`src/rtl/secc_pkg.sv`:
```
// Constants, commands, states and pin bundle of the serial memory controller
package secc_pkg;
    // ************************************************************
    // Register map and field layout
    // ************************************************************
    localparam logic [7:0] OFF_CMD  = 8'hB0;
    localparam logic [7:0] OFF_DATA = 8'hB4;
    localparam logic [7:0] OFF_ISTS = 8'hB8;
    localparam logic [7:0] OFF_IMSK = 8'hBC;
    localparam logic [7:0] OFF_STAL = 8'hC0;
    localparam logic [7:0] OFF_STAH = 8'hC4;
    localparam int BUSY_BIT   = 31;
    localparam int CMD_HI     = 30;
    localparam int CMD_LO     = 28;
    localparam int TMO_BIT    = 9;
    localparam int LOADED_BIT = 8;
    localparam int EV_DONE    = 0;
    localparam int EV_TMO     = 1;
    localparam int EV_LOAD    = 2;
    // ************************************************************
    // Commands, serial opcodes, load sequence
    // ************************************************************
    typedef enum logic [2:0] {
        CMD_READ = 3'h0, CMD_WR_OFF = 3'h1, CMD_WR_ON = 3'h2, CMD_WRITE = 3'h3,
        CMD_WRITE_ALL = 3'h4, CMD_ERASE = 3'h5, CMD_ERASE_ALL = 3'h6, CMD_RELOAD = 3'h7
    } secc_cmd_e;
    typedef enum logic [2:0] {
        S_IDLE = 3'h0, S_START = 3'h1, S_SHIFT = 3'h2, S_GAP = 3'h3, S_POLL = 3'h4
    } secc_state_e;
    localparam logic [1:0] OP_READ  = 2'h2;
    localparam logic [1:0] OP_WRITE = 2'h1;
    localparam logic [1:0] OP_ERASE = 2'h3;
    localparam logic [1:0] OP_EXT   = 2'h0;
    localparam logic [7:0] EXT_WR_ON     = 8'hC0;
    localparam logic [7:0] EXT_WR_OFF    = 8'h00;
    localparam logic [7:0] EXT_ERASE_ALL = 8'h80;
    localparam logic [7:0] EXT_WRITE_ALL = 8'h40;
    localparam logic [4:0] NBIT_CMD  = 5'h0B;
    localparam logic [4:0] NBIT_DATA = 5'h13;
    localparam logic [4:0] NBIT_BYTE = 5'h08;
    localparam logic [7:0] SIGNATURE = 8'hA5;
    localparam logic [2:0] IDX_LO_END = 3'h4;
    localparam logic [2:0] IDX_HI_LO  = 3'h5;
    localparam logic [2:0] IDX_LAST   = 3'h6;
    // ************************************************************
    // Timing
    // ************************************************************
    localparam int CLK_NS   = 100;
    localparam int SK_NS    = 800;
    localparam int TMO_MS   = 30;
    localparam int TMO_CYC  = TMO_MS * 1000000 / CLK_NS;
    localparam int TCW      = 19;
    localparam int SYNC_DLY = 2;
    localparam logic [2:0] DIV_LAST = 3'(SK_NS / CLK_NS - 1);
    localparam logic [2:0] DIV_HALF = 3'(SK_NS / CLK_NS / 2);
    // Pins toward the serial memory; oe_n low while driving data
    typedef struct packed {
        logic cs;
        logic sk;
        logic dout;
        logic oe_n;
    } secc_pin_s;
endpackage

```
`src/rtl/secc_ctrl.sv`:
```
// APB serial memory command controller with automatic station address load
//
// Overview of operation
// [RQ1] Busy write starts selected command at address
// [RQ2] Busy holds until done; read data valid
// [RQ3] Software leaves command, data alone while busy
// [RQ4] No new command before previous completes
// [RQ5] Absent memory write: busy until time-out
// [RQ6] Busy high after reset until load ends
// [RQ7] Command field decodes eight operations
// [RQ8] Reload fails without A5 signature byte
// [RQ9] No response in 30 ms aborts, flags
// [RQ10] Data pin high: commands never time out
// [RQ11] Data pin low: only erase/write time out
// [RQ12] Loaded bit set on successful address load
// [RQ13] Eight-bit address is a byte location
// [RQ14] Data register holds eight-bit byte only
// [RQ15] Bytes 1-4 fill low station word
// [RQ16] Bytes 5-6 fill high station word
// [RQ17] Enable/disable gate memory erase and write
// [RQ18] Write, write-all, erase, erase-all act
//
// The implementer's own choice: the APB slave port.
`timescale 1ns/1ps
module secc_ctrl #(
    parameter int TMO_CYCLES = secc_pkg::TMO_CYC
) (
    input  wire logic                pclk,
    input  wire logic                presetn,
    input  wire logic                ce,
    input  wire logic                psel,
    input  wire logic                penable,
    input  wire logic                pwrite,
    input  wire logic [7:0]          paddr,
    input  wire logic [31:0]         pwdata,
    output logic      [31:0]         prdata,
    output logic                     pready,
    output logic                     pslverr,
    output logic                     irq,
    input  wire logic                mem_din,
    output secc_pkg::secc_pin_s      mem_pin
);
    import secc_pkg::*;

    localparam logic [TCW-1:0] TMO_LAST = TCW'(TMO_CYCLES - 1);
    localparam logic [TCW-1:0] POLL_SETTLE = TCW'(SYNC_DLY);

    secc_state_e     st_reg;
    secc_cmd_e       cmd_reg;
    logic            busy_reg, tmo_reg, loaded_reg, rl_reg;
    logic [7:0]      addr_reg, data_reg, rx_reg;
    logic [2:0]      idx_reg, div_reg, ists_reg, imsk_reg, ev_reg;
    logic [4:0]      nbit_reg;
    logic [18:0]     sh_reg;
    logic [TCW-1:0]  tcnt_reg;
    logic [31:0]     stal_reg;
    logic [15:0]     stah_reg;
    logic            din_meta, din_s;
    logic            acc, wr, start, fin, tmo_hit, has_data, wr_type, rd_phase, settled;
    secc_cmd_e       cur_cmd;
    logic [7:0]      cur_addr;
    logic [31:0]     rdata_c;
    logic            known_c;

    // ************************************************************
    // Pin synchroniser and decode
    // ************************************************************
    // Data pin arrives from off chip: two flops before any use
    always_ff @(posedge pclk or negedge presetn) begin
        if (!presetn) begin
            din_meta <= 1'b0;
            din_s    <= 1'b0;
        end else if (ce) begin
            din_meta <= mem_din;
            din_s    <= din_meta;
        end
    end

    // Access completes on the second access cycle
    assign acc = psel & penable & pready;
    assign wr  = acc & pwrite;
    // [RQ1] Busy write starts
    // [RQ4] Start refused while busy
    assign start = wr && paddr == OFF_CMD && pwdata[BUSY_BIT] && !busy_reg;
    assign cur_cmd  = rl_reg ? CMD_READ : cmd_reg;
    assign cur_addr = rl_reg ? {5'h00, idx_reg} : addr_reg;
    assign has_data = cur_cmd == CMD_READ || cur_cmd == CMD_WRITE || cur_cmd == CMD_WRITE_ALL;
    // [RQ11] Only erase/write poll
    assign wr_type  = cur_cmd == CMD_WRITE || cur_cmd == CMD_WRITE_ALL ||
                      cur_cmd == CMD_ERASE || cur_cmd == CMD_ERASE_ALL;
    assign rd_phase = cur_cmd == CMD_READ && nbit_reg <= NBIT_BYTE;
    // [RQ9] Poll window expiry
    // [RQ10] High pin ends poll
    assign settled = tcnt_reg >= POLL_SETTLE; // Synced pin still shows the gap level before this
    assign tmo_hit = st_reg == S_POLL && !din_s && tcnt_reg == TMO_LAST;
    assign fin = (st_reg == S_GAP && div_reg == DIV_LAST && !wr_type) ||
                 (st_reg == S_POLL && ((din_s && settled) || tcnt_reg == TMO_LAST));

    // [RQ7] Command decode to serial opcode
    // [RQ13] Address as byte location
    // [RQ17] Enable and disable opcodes
    // [RQ18] Write, erase and bulk opcodes
    function automatic logic [9:0] mw_word(input secc_cmd_e c, input logic [7:0] a);
        case (c)
            CMD_READ:  mw_word = {OP_READ, a};
            CMD_WRITE: mw_word = {OP_WRITE, a};
            CMD_ERASE: mw_word = {OP_ERASE, a};
            CMD_WR_ON:     mw_word = {OP_EXT, EXT_WR_ON};
            CMD_WR_OFF:    mw_word = {OP_EXT, EXT_WR_OFF};
            CMD_ERASE_ALL: mw_word = {OP_EXT, EXT_ERASE_ALL};
            CMD_WRITE_ALL: mw_word = {OP_EXT, EXT_WRITE_ALL};
            default:   mw_word = {OP_READ, a};
        endcase
    endfunction

    // ************************************************************
    // Command engine
    // ************************************************************
    // Sequencer, command registers and serial pins share one owner
    always_ff @(posedge pclk or negedge presetn) begin
        if (!presetn) begin
            // [RQ6] Busy and load from reset
            st_reg     <= S_START;
            busy_reg   <= 1'b1;
            rl_reg     <= 1'b1;
            cmd_reg    <= CMD_READ;
            addr_reg   <= 8'h00;
            data_reg   <= 8'h00;
            tmo_reg    <= 1'b0;
            loaded_reg <= 1'b0;
            idx_reg    <= 3'h0;
            div_reg    <= 3'h0;
            nbit_reg   <= 5'h00;
            sh_reg     <= 19'h00000;
            rx_reg     <= 8'h00;
            tcnt_reg   <= '0;
            stal_reg   <= 32'hFFFFFFFF;
            stah_reg   <= 16'hFFFF;
            ev_reg     <= 3'h0;
            mem_pin    <= '{cs: 1'b0, sk: 1'b0, dout: 1'b0, oe_n: 1'b1};
        end else if (ce) begin
            ev_reg <= 3'h0;
            // [RQ3] Fields frozen while busy
            if (wr && !busy_reg && paddr == OFF_CMD) begin
                cmd_reg  <= secc_cmd_e'(pwdata[CMD_HI:CMD_LO]);
                addr_reg <= pwdata[7:0];
            end
            // [RQ14] Eight-bit data byte
            if (wr && !busy_reg && paddr == OFF_DATA)
                data_reg <= pwdata[7:0];
            div_reg <= (st_reg == S_IDLE || st_reg == S_START) ? 3'h0 : div_reg + 3'h1;
            case (st_reg)
                S_IDLE: begin
                    if (start) begin
                        busy_reg <= 1'b1;
                        tmo_reg  <= 1'b0;
                        idx_reg  <= 3'h0;
                        rl_reg   <= pwdata[CMD_HI:CMD_LO] == CMD_RELOAD;
                        if (pwdata[CMD_HI:CMD_LO] == CMD_RELOAD)
                            loaded_reg <= 1'b0;
                        st_reg   <= S_START;
                    end
                end
                S_START: begin
                    sh_reg      <= {1'b1, mw_word(cur_cmd, cur_addr), data_reg};
                    nbit_reg    <= has_data ? NBIT_DATA : NBIT_CMD;
                    mem_pin.cs  <= 1'b1;
                    st_reg      <= S_SHIFT;
                end
                S_SHIFT: begin
                    // Bit goes out with clock low, sampled on the rising edge
                    if (div_reg == 3'h0) begin
                        mem_pin.dout <= sh_reg[18];
                        mem_pin.oe_n <= rd_phase;
                    end
                    if (div_reg == DIV_HALF) begin
                        mem_pin.sk <= 1'b1;
                        rx_reg     <= {rx_reg[6:0], din_s};
                    end
                    if (div_reg == DIV_LAST) begin
                        mem_pin.sk <= 1'b0;
                        sh_reg     <= {sh_reg[17:0], 1'b0};
                        nbit_reg   <= nbit_reg - 5'h01;
                        if (nbit_reg == 5'h01) begin
                            mem_pin.cs   <= 1'b0;
                            mem_pin.oe_n <= 1'b1;
                            st_reg       <= S_GAP;
                        end
                    end
                end
                S_GAP: begin
                    // Select low for one bit time, then reselect to poll ready after erase/write
                    if (div_reg == DIV_LAST && wr_type) begin
                        mem_pin.cs <= 1'b1;
                        tcnt_reg   <= '0;
                        st_reg     <= S_POLL;
                    end
                end
                S_POLL: begin
                    tcnt_reg <= tcnt_reg + 1'b1;
                end
                default: st_reg <= S_IDLE;
            endcase
            // Completion overrides the per-state updates above
            if (fin) begin
                mem_pin.cs <= 1'b0;
                st_reg     <= S_IDLE;
                if (!rl_reg) begin
                    // [RQ2] Busy drops with read byte
                    // [RQ5] Write clears at time-out
                    busy_reg         <= 1'b0;
                    ev_reg[EV_DONE]  <= 1'b1;
                    tmo_reg          <= tmo_hit;
                    ev_reg[EV_TMO]   <= tmo_hit;
                    if (cmd_reg == CMD_READ)
                        data_reg <= rx_reg;
                // [RQ8] Missing signature ends load
                end else if (idx_reg == 3'h0 && rx_reg != SIGNATURE) begin
                    busy_reg        <= 1'b0;
                    rl_reg          <= 1'b0;
                    ev_reg[EV_DONE] <= 1'b1;
                end else begin
                    // [RQ15] Low station word bytes
                    if (idx_reg != 3'h0 && idx_reg <= IDX_LO_END)
                        stal_reg[{idx_reg[1:0] - 2'h1, 3'h0} +: 8] <= rx_reg;
                    // [RQ16] High station word bytes
                    if (idx_reg == IDX_HI_LO)
                        stah_reg[7:0] <= rx_reg;
                    if (idx_reg == IDX_LAST)
                        stah_reg[15:8] <= rx_reg;
                    if (idx_reg == IDX_LAST) begin
                        // [RQ12] Load success flag
                        busy_reg        <= 1'b0;
                        rl_reg          <= 1'b0;
                        loaded_reg      <= 1'b1;
                        ev_reg          <= 3'h5;
                    end else begin
                        idx_reg <= idx_reg + 3'h1;
                        st_reg  <= S_START;
                    end
                end
            end
        end
    end

    // ************************************************************
    // Bus slave and interrupts
    // ************************************************************
    // Read view of every register
    always_comb begin
        rdata_c = '0;
        known_c = 1'b1;
        case (paddr)
            OFF_CMD: begin
                rdata_c[BUSY_BIT]       = busy_reg;
                rdata_c[CMD_HI:CMD_LO]  = cmd_reg;
                rdata_c[TMO_BIT]        = tmo_reg;
                rdata_c[LOADED_BIT]     = loaded_reg;
                rdata_c[7:0]            = addr_reg;
            end
            OFF_DATA: rdata_c[7:0]  = data_reg;
            OFF_ISTS: rdata_c[2:0]  = ists_reg;
            OFF_IMSK: rdata_c[2:0]  = imsk_reg;
            OFF_STAL: rdata_c       = stal_reg;
            OFF_STAH: rdata_c[15:0] = stah_reg;
            default:  known_c       = 1'b0;
        endcase
    end

    // One wait state: answer is registered on the first access cycle
    always_ff @(posedge pclk or negedge presetn) begin
        if (!presetn) begin
            pready  <= 1'b0;
            prdata  <= 32'h00000000;
            pslverr <= 1'b0;
        end else if (ce) begin
            pready  <= psel & penable & ~pready;
            pslverr <= psel & penable & ~pready & ~known_c;
            if (psel & penable & ~pready & ~pwrite)
                prdata <= rdata_c;
        end
    end

    // Sticky events: set beats a same-cycle write-one clear
    always_ff @(posedge pclk or negedge presetn) begin
        if (!presetn) begin
            ists_reg <= 3'h0;
            imsk_reg <= 3'h0;
            irq      <= 1'b0;
        end else if (ce) begin
            if (wr && paddr == OFF_IMSK)
                imsk_reg <= pwdata[2:0];
            ists_reg <= (ists_reg & ~((wr && paddr == OFF_ISTS) ? pwdata[2:0] : 3'h0)) | ev_reg;
            irq      <= |(ists_reg & imsk_reg);
        end
    end
endmodule

```
`config.mk`:
```
export PLATFORM = sky130hd
export DESIGN_NAME = secc_ctrl
export DESIGN_NICKNAME = d
export VERILOG_FILES = /design/src/rtl/secc_pkg.sv /design/src/rtl/secc_ctrl.sv
export SDC_FILE = /design/constraint.sdc
export NUM_CORES = 1
export LEC_CHECK = 0
export BUFFER_PORTS_ARGS = -buffer_cell sky130_fd_sc_hd__buf_2
export CORE_ASPECT_RATIO = 2
export CORE_UTILIZATION = 59
export DETAILED_ROUTE_END_ITERATION = 10
export PLACE_DENSITY_LB_ADDON = 0.3
export SYNTH_ARGS = -nofsm -noshare
export SYNTH_HDL_FRONTEND = slang
export SYNTH_SLANG_ARGS = --single-unit
```
`constraint.sdc`:
```
create_clock -name pclk -period 2.76 [get_ports pclk]
set_input_delay 0.276 -clock pclk [delete_from_list [all_inputs] [get_ports pclk]]
set_output_delay 0.276 -clock pclk [all_outputs]
set_load 0.01 [all_outputs]
```
==> flow_summary.json, run 1 <==
{
  "grtUsageMet2_pct": 55.1,
  "synth_nets": 930,
  "rsz0062_at_grt": "no",
  "cts_sinks": 181,
  "synth-seq-area-share_pct": 52.0,
  "synth_top_area_share_pct": 36.6,
  "status": "complete, no violations",
  "viasPerCell": 5.98,
  "io_pins": 86,
  "die_w_um": 88.5,
  "period_minus_slack_ns": 2.60,
  "grt_overflow_total": 0,
  "crit_arrival_ns": 2.97,
  "fin_util_pct": 70.6,
  "setup_tns_ns": 0,
  "final_nets": 1020,
  "grt_pass1_vias": 7305,
  "grt_max_degree": 67,
  "syn_avg_cell_area_um2": 10.2,
  "required_ns": 3.12,
  "grt_pass1_wl_mm": 36.1,
  "synth_top_flop_cell": "dfrtp_1",
  "maxCapViolCount": 0,
  "syn_inst": 867,
  "total_power_w": 0.00748,
  "vias": 6951,
  "port_buffers": 65,
  "yosys-top-cells-area": "dfrtp_1 37%, dfstp_2 15%, nand2_1 6.7%",
  "ys_seq_elements": 181,
  "irDropWorstVdd_uv": 541,
  "dp_hpwl_mm": 16.3,
  "ant_nets": 0,
  "antenna_found_initial": 1,
  "rows": 62,
  "fin_ws_ns": 0.158,
  "wirelength_mm": 22.2,
  "place_inst": 1128,
  "gp_congestion": 0.948,
  "grtUsageTotal_pct": 31.5,
  "synthTopCellsByCount": "158 x nand2_1, 129 x dfrtp_1, 65 x nor2_1",
  "dp_slack_ns": 0.0788,
  "clk_latency_ns": 0.44,
  "fmax_ghz": 0.384,
  "worstMarginPinSlew_ns": 0.706,
  "leakagePower_nw": 4.63,
  "path_class": "flop to flop",
  "cts_tree": "yes",
  "power_density_nw_per_um2": 729,
  "use_met1_pct": 31.9,
  "cts_max_level": 4,
  "path_clk_slew_ns": 0.07,
  "drt_iter0_markers": 437,
  "antenna_cells": 0,
  "die_area_um2": 15500,
  "synth_edf_count": 0,
  "grt_busiest_layer": "met2",
  "grt_use_met3_pct": 6.09,
  "wl_per_cell_um": 19.1,
  "clockBufferDepth": 2,
  "synth_cell_types": 76,
  "async_flop_share_pct": 100,
  "final_max_slew_viol_count": 0,
  "final-instance-count-excl-fill": 1162,
  "coreArea_um2": 14500,
  "max_slew_margin_pct": 52.9,
  "initial_core_util_pct": 60.9,
  "endpoint_kind": "flop",
  "setup_violations": 0,
  "synth_most_common_cell": "nand2_1",
  "ys_warn_count": 0,
  "numCtsBuffers": 17,
  "startpoint_type": "flop",
  "die_h_um": 175,
  "hold_viol_final": 0,
  "period_share_pct": 94.3,
  "root_buffer": "clkbuf_16",
  "crit_fanout": 10,
  "yosys.area.top_type": "dfrtp_1",
  "hold_class": "input port to flop",
  "drive_gt1_share_pct": 27.8,
  "fin_skew_ns": 0.0142,
  "netlist_area_um2": 8830,
  "drt_first_pass_iters": 7,
  "syn_to_final_growth_pct": 16.1,
  "drcViolationCount": 0
}
power by group:
part / switching, W / internal [W]
Combinational: 0.00105 / 0.000661
Clock: 0.00107 / 0.00142
Sequential: 0.000280 / 0.00299
Total: 0.00240 / 0.00507
cell type report:
class	instances	area, um^2
flip-flops and latches	181	4590
fillers	1104	4260
multi-input cells	616	3980
repair buffers	117	737
clock buffers	20	467
well taps	192	240
clock inverters	12	144
inverters	24	90.1
critical path, cell delays in order (launching register included):
cell and delay [ns]:
dfrtp_1 0.41, or4_4 0.56, nor4_4 0.34, a32o_4 0.21, o21ai_1 0.11, nor3_4 0.50
mux2_2 0.40
layer usage:
metal / routed length [um] / vias to the layer above / share of wire (%)
met2: 12000 / 202 / 54
met5: 14 / - / 0.063
met3: 741 / 107 / 3.3
met4: 1760 / 2 / 7.9
met1: 7730 / 3387 / 35
li1: - / 3253 / -
cell usage in the layout, fill, tap and decap left out, types with 24 or more instances in the layout:
master,count
buf_2,64
buf_4,50
dfrtp_1,129
dfstp_2,52
inv_1,24
mux2_2,48
nand2_1,158
nand3_1,24
nor2_1,65
o21ai_0,59
worst paths after layout:
| kind | start | slack, ns | depth (start not counted) | end |
|---|---|---|---|---|
| max | tcnt_reg[10]$_DFFE_PN0P_ | 0.16 | 6 | stah_reg[13]$_DFFE_PN1P_ |
| max in group asynchronous | presetn | 1.54 | 3 | stal_reg[5]$_DFFE_PN1P_ |
| min reg2reg | prdata[26]$_DFFE_PN0P_ | 0.46 | 2 | prdata[26]$_DFFE_PN0P_ |
| max reg2reg | tcnt_reg[10]$_DFFE_PN0P_ | 0.16 | 6 | stah_reg[13]$_DFFE_PN1P_ |
| min | mem_din | 0.08 | 2 | din_meta$_DFFE_PN0P_ |
| min in group asynchronous | presetn | 0.39 | 2 | prdata[28]$_DFFE_PN0P_ |
logic make-up after synthesis:
kind of cell    after synthesis  synth area share (%)
mux                          62                  7.85
buf+inv                      70                  3.13
xor+xnor                     18                  1.79
simple gates                346                  19.2
flops                       181                  52.0
compound gates              174                  13.8
fa+ha+maj                    16                  2.27
metrics by stage:
stage | hold slack, ns | cell area (um^2)
after global routing | 0.0844 | 10200
final | 0.0830 | 10200
after global placement | 0.305 | 9620
after CTS | 0.0786 | 10200
after floorplan | -0.0196 | 8830
after detailed placement | 0.301 | 9620
what timing repair did:
action | 4_1_cts | 5_1_grt
endpoints found under the hold margin | 51 | 0
resized for setup | 0 | 0
setup endpoints to repair | 0 | 7
buffers inserted | 0 | 1
hold buffers | 1 | 0
No activity file was read; power rests on OpenSTA's default activity.
==> run 2: changes to the inputs <==
--- a/config.mk
+++ b/config.mk
@@ -5,11 +5,14 @@
 export SDC_FILE = /design/constraint.sdc
 export NUM_CORES = 1
 export LEC_CHECK = 0
+export ABC_AREA = 1
 export BUFFER_PORTS_ARGS = -buffer_cell sky130_fd_sc_hd__buf_2
 export CORE_ASPECT_RATIO = 2
-export CORE_UTILIZATION = 59
+export CORE_UTILIZATION = 60
 export DETAILED_ROUTE_END_ITERATION = 10
 export PLACE_DENSITY_LB_ADDON = 0.3
+export RECOVER_POWER = 100
+export SKIP_CTS_REPAIR_TIMING = 1
 export SYNTH_ARGS = -nofsm -noshare
 export SYNTH_HDL_FRONTEND = slang
 export SYNTH_SLANG_ARGS = --single-unit
==> run 2 against run 1 <==
  * The run now ends with capacitance limit, slew limit left
  * Combinational power decreased by 24%
  * Clock-buffer cell count increased by 5
  * Utilization decreased by 2.0 points
  * Critical path type unchanged
==> flow_summary.json, run 2 <==
{
  "setup_tns_ns": 0,
  "status": "finished, violations left",
  "grtUsageTotal_pct": 34.8,
  "synth_cell_types": 43,
  "r2r_end": "stal_reg[22]$_DFFE_PN1P_",
  "synth_top_area_share_pct": 34.7,
  "port_buffers": 65,
  "viasPerCell": 5.79,
  "drt_first_pass_iters": 6,
  "synth_edf_count": 0,
  "power_frac_comb_pct": 19.1,
  "worstMarginPinSlew_ns": 2.04,
  "rr_worst_depth": 9,
  "drt_iter0_markers": 716,
  "async_flop_share_pct": 100,
  "period_share_pct": 90.6,
  "hold_class": "input port to flop",
  "fin_skew_ns": 0.00980,
  "syn_avg_cell_area_um2": 7.73,
  "final_max_slew_viol_count": 80,
  "die_w_um": 90.0,
  "antenna_cells": 0,
  "coreArea_um2": 15200,
  "drive_gt1_share_pct": 11.5,
  "wl_per_cell_um": 17.7,
  "antenna_found_initial": 0,
  "period_minus_slack_ns": 2.50,
  "syn_to_final_growth_pct": 12.3,
  "grt_pass1_vias": 8553,
  "total_power_w": 0.00678,
  "startpoint_type": "flop",
  "grt_max_degree": 81,
  "vias": 8629,
  "cts_max_level": 4,
  "p_sw_w": 0.00213,
  "crit_fanout": 21,
  "swShare_pct": 31.4,
  "final_nets": 1342,
  "fmax_ghz": 0.400,
  "wirelength_mm": 26.4,
  "required_ns": 3.13,
  "synth_nets": 1267,
  "synth_top_flop_cell": "dfrtp_1",
  "layout_common_cells": "428 x nand2_1, 129 x dfrtp_1, 110 x nand3_1",
  "intPower_w": 0.00465,
  "rsz0062_at_grt": "no",
  "path_clk_slew_ns": 0.06,
  "grt_pass1_wl_mm": 42.6,
  "grt_overflow_total": 0,
  "hold_end": "din_meta$_DFFE_PN0P_",
  "die_area_um2": 16000,
  "p_clk_share_pct": 33.7,
  "violations": "capacitance limit, slew limit",
  "numCtsBuffers": 17,
  "max_slew_margin_pct": -36.3,
  "ant_nets": 0,
  "leakagePower_nw": 4.93,
  "drcViolationCount": 0,
  "die_h_um": 178,
  "io_pins": 86,
  "dp_hpwl_mm": 19.7,
  "root_buffer": "clkbuf_16",
  "crit_arrival_ns": 2.87,
  "syn_inst": 1204,
  "power_density_nw_per_um2": 649,
  "irDropWorstVdd_uv": 437,
  "synthTopCellsByCount": "428 x nand2_1, 129 x dfrtp_1, 109 x nand3_1",
  "clk_latency_ns": 0.43,
  "worst-r2r-setup-slack_ns": 0.26,
  "netlist_area_um2": 9300,
  "synth_most_common_cell": "nand2_1",
  "synth-seq-area-share_pct": 49.4,
  "hp-start": "mem_din",
  "maxCapViolCount": 1,
  "layout.cells.most_common": "nand2_1",
  "hold_slack_ns": 0.0681,
  "cts_tree": "yes",
  "clockBufferDepth": 2,
  "setup_violations": 0,
  "ys_warn_count": 0,
  "seqPwrFrac_pct": 47.2,
  "endpoint_kind": "flop",
  "r2r_start": "st_reg[0]$_DFFE_PN1P_",
  "cts_sinks": 181,
  "rows": 64,
  "yosys.area.top_type": "dfrtp_1",
  "ys_seq_elements": 181,
  "path_class": "flop to flop",
  "gp_congestion": 0.939,
  "hold_viol_final": 0,
  "min_path_cells": 3,
  "yosys-top-cells-area": "dfrtp_1 35%, nand2_1 17%, dfstp_2 15%",
  "initial_core_util_pct": 61.1
}
run 2: changes by cell type in the layout (fill, tap and decap cells not counted), moves of 32 or more:
cell	change
nor2_1	+33
inv_1	+67
clkbuf_1	+50
o21ai_0	+32
mux2_2	-43
nand3_1	+86
nand2_1	+270
buf_2	-41
run 2: final cells by class:
class	instances	area, um^2
fill	1289	4770
sequential	181	4590
multi-input combinational	885	4140
timing repair buffer	97	542
clock buffer	25	508
inverter	97	364
tap	198	248
clock inverter	7	47.5
run 2: kinds of logic (layout without fill, tap and decap cells):
group | Yosys count | in the layout | share of synthesized area (%)
buf+inv | 138 | 226 | 6.01
simple gates | 701 | 701 | 31.6
flops | 181 | 181 | 49.4
compound gates | 155 | 155 | 9.47
fa+ha+maj | 16 | 16 | 2.15
xor+xnor | 8 | 8 | 0.753
mux | 5 | 5 | 0.605
run 2: worst max-delay path, cell delays in order (launching register included):
cell and delay [ns]:
dfstp_1 0.58, inv_1 0.08, nor3_1 0.41, nand4_1 0.25, nand2_2 0.31, nand2_2 0.14, nor2_4 0.28, buf_12 0.20
nand3_1 0.09, nand2_1 0.09
run 2: stage by stage:
stage / instances / instance area [um^2] / utilization (%) / setup slack (ns)
after floorplan: 1204 / 9300 / - / 0.906
after global placement: 1457 / 9970 / 65.5 / 0.459
after detailed placement: 1457 / 9970 / 65.5 / 0.344
after CTS: 1489 / 10500 / 69.2 / 0.333
after global routing: 1490 / 10400 / 68.6 / 0.0705
final: 1490 / 10400 / 68.6 / 0.259
run 2: worst max path at each step:
stage,from,slack [ns],to,cells past startpoint
finish,st_reg[0]$_DFFE_PN1P_,0.26,stal_reg[22]$_DFFE_PN1P_,9
global route,tcnt_reg[0]$_DFFE_PN0P_,0.07,ev_reg[0]$_DFFE_PN0P_,15
CTS,st_reg[0]$_DFFE_PN1P_,0.33,stal_reg[22]$_DFFE_PN1P_,9
detailed placement,st_reg[0]$_DFFE_PN1P_,0.34,stal_reg[22]$_DFFE_PN1P_,9
global placement,tcnt_reg[0]$_DFFE_PN0P_,0.46,stal_reg[24]$_DFFE_PN1P_,12
floorplan,idx_reg[0]$_DFFE_PN0P_,0.91,stah_reg[6]$_DFFE_PN1P_,9
run 2: metal layers:
metal  wire (um)  part of all wire (%)  GRT usage [%]  vias up
met4        2090                   7.9           29.0        0
li1            -                     -              -     4078
met5           0                     0              0        -
met3        1310                   5.0           4.73      120
met1        8900                    34           34.8     4080
met2       14100                    53           63.6      351
run 2: power by group through the flow:
| stage | clock network (W) | registers [W] | logic [W] |
|---|---|---|---|
| 2_1_floorplan | 0 | 0.00319 | 0.000880 |
| 3_3_place_gp | 0 | 0.00323 | 0.00126 |
| 3_5_place_dp | 0 | 0.00324 | 0.00129 |
| 4_1_cts | 0.00231 | 0.00320 | 0.00131 |
| 5_1_grt | 0.00241 | 0.00324 | 0.00148 |
| 6_report | 0.00228 | 0.00320 | 0.00130 |
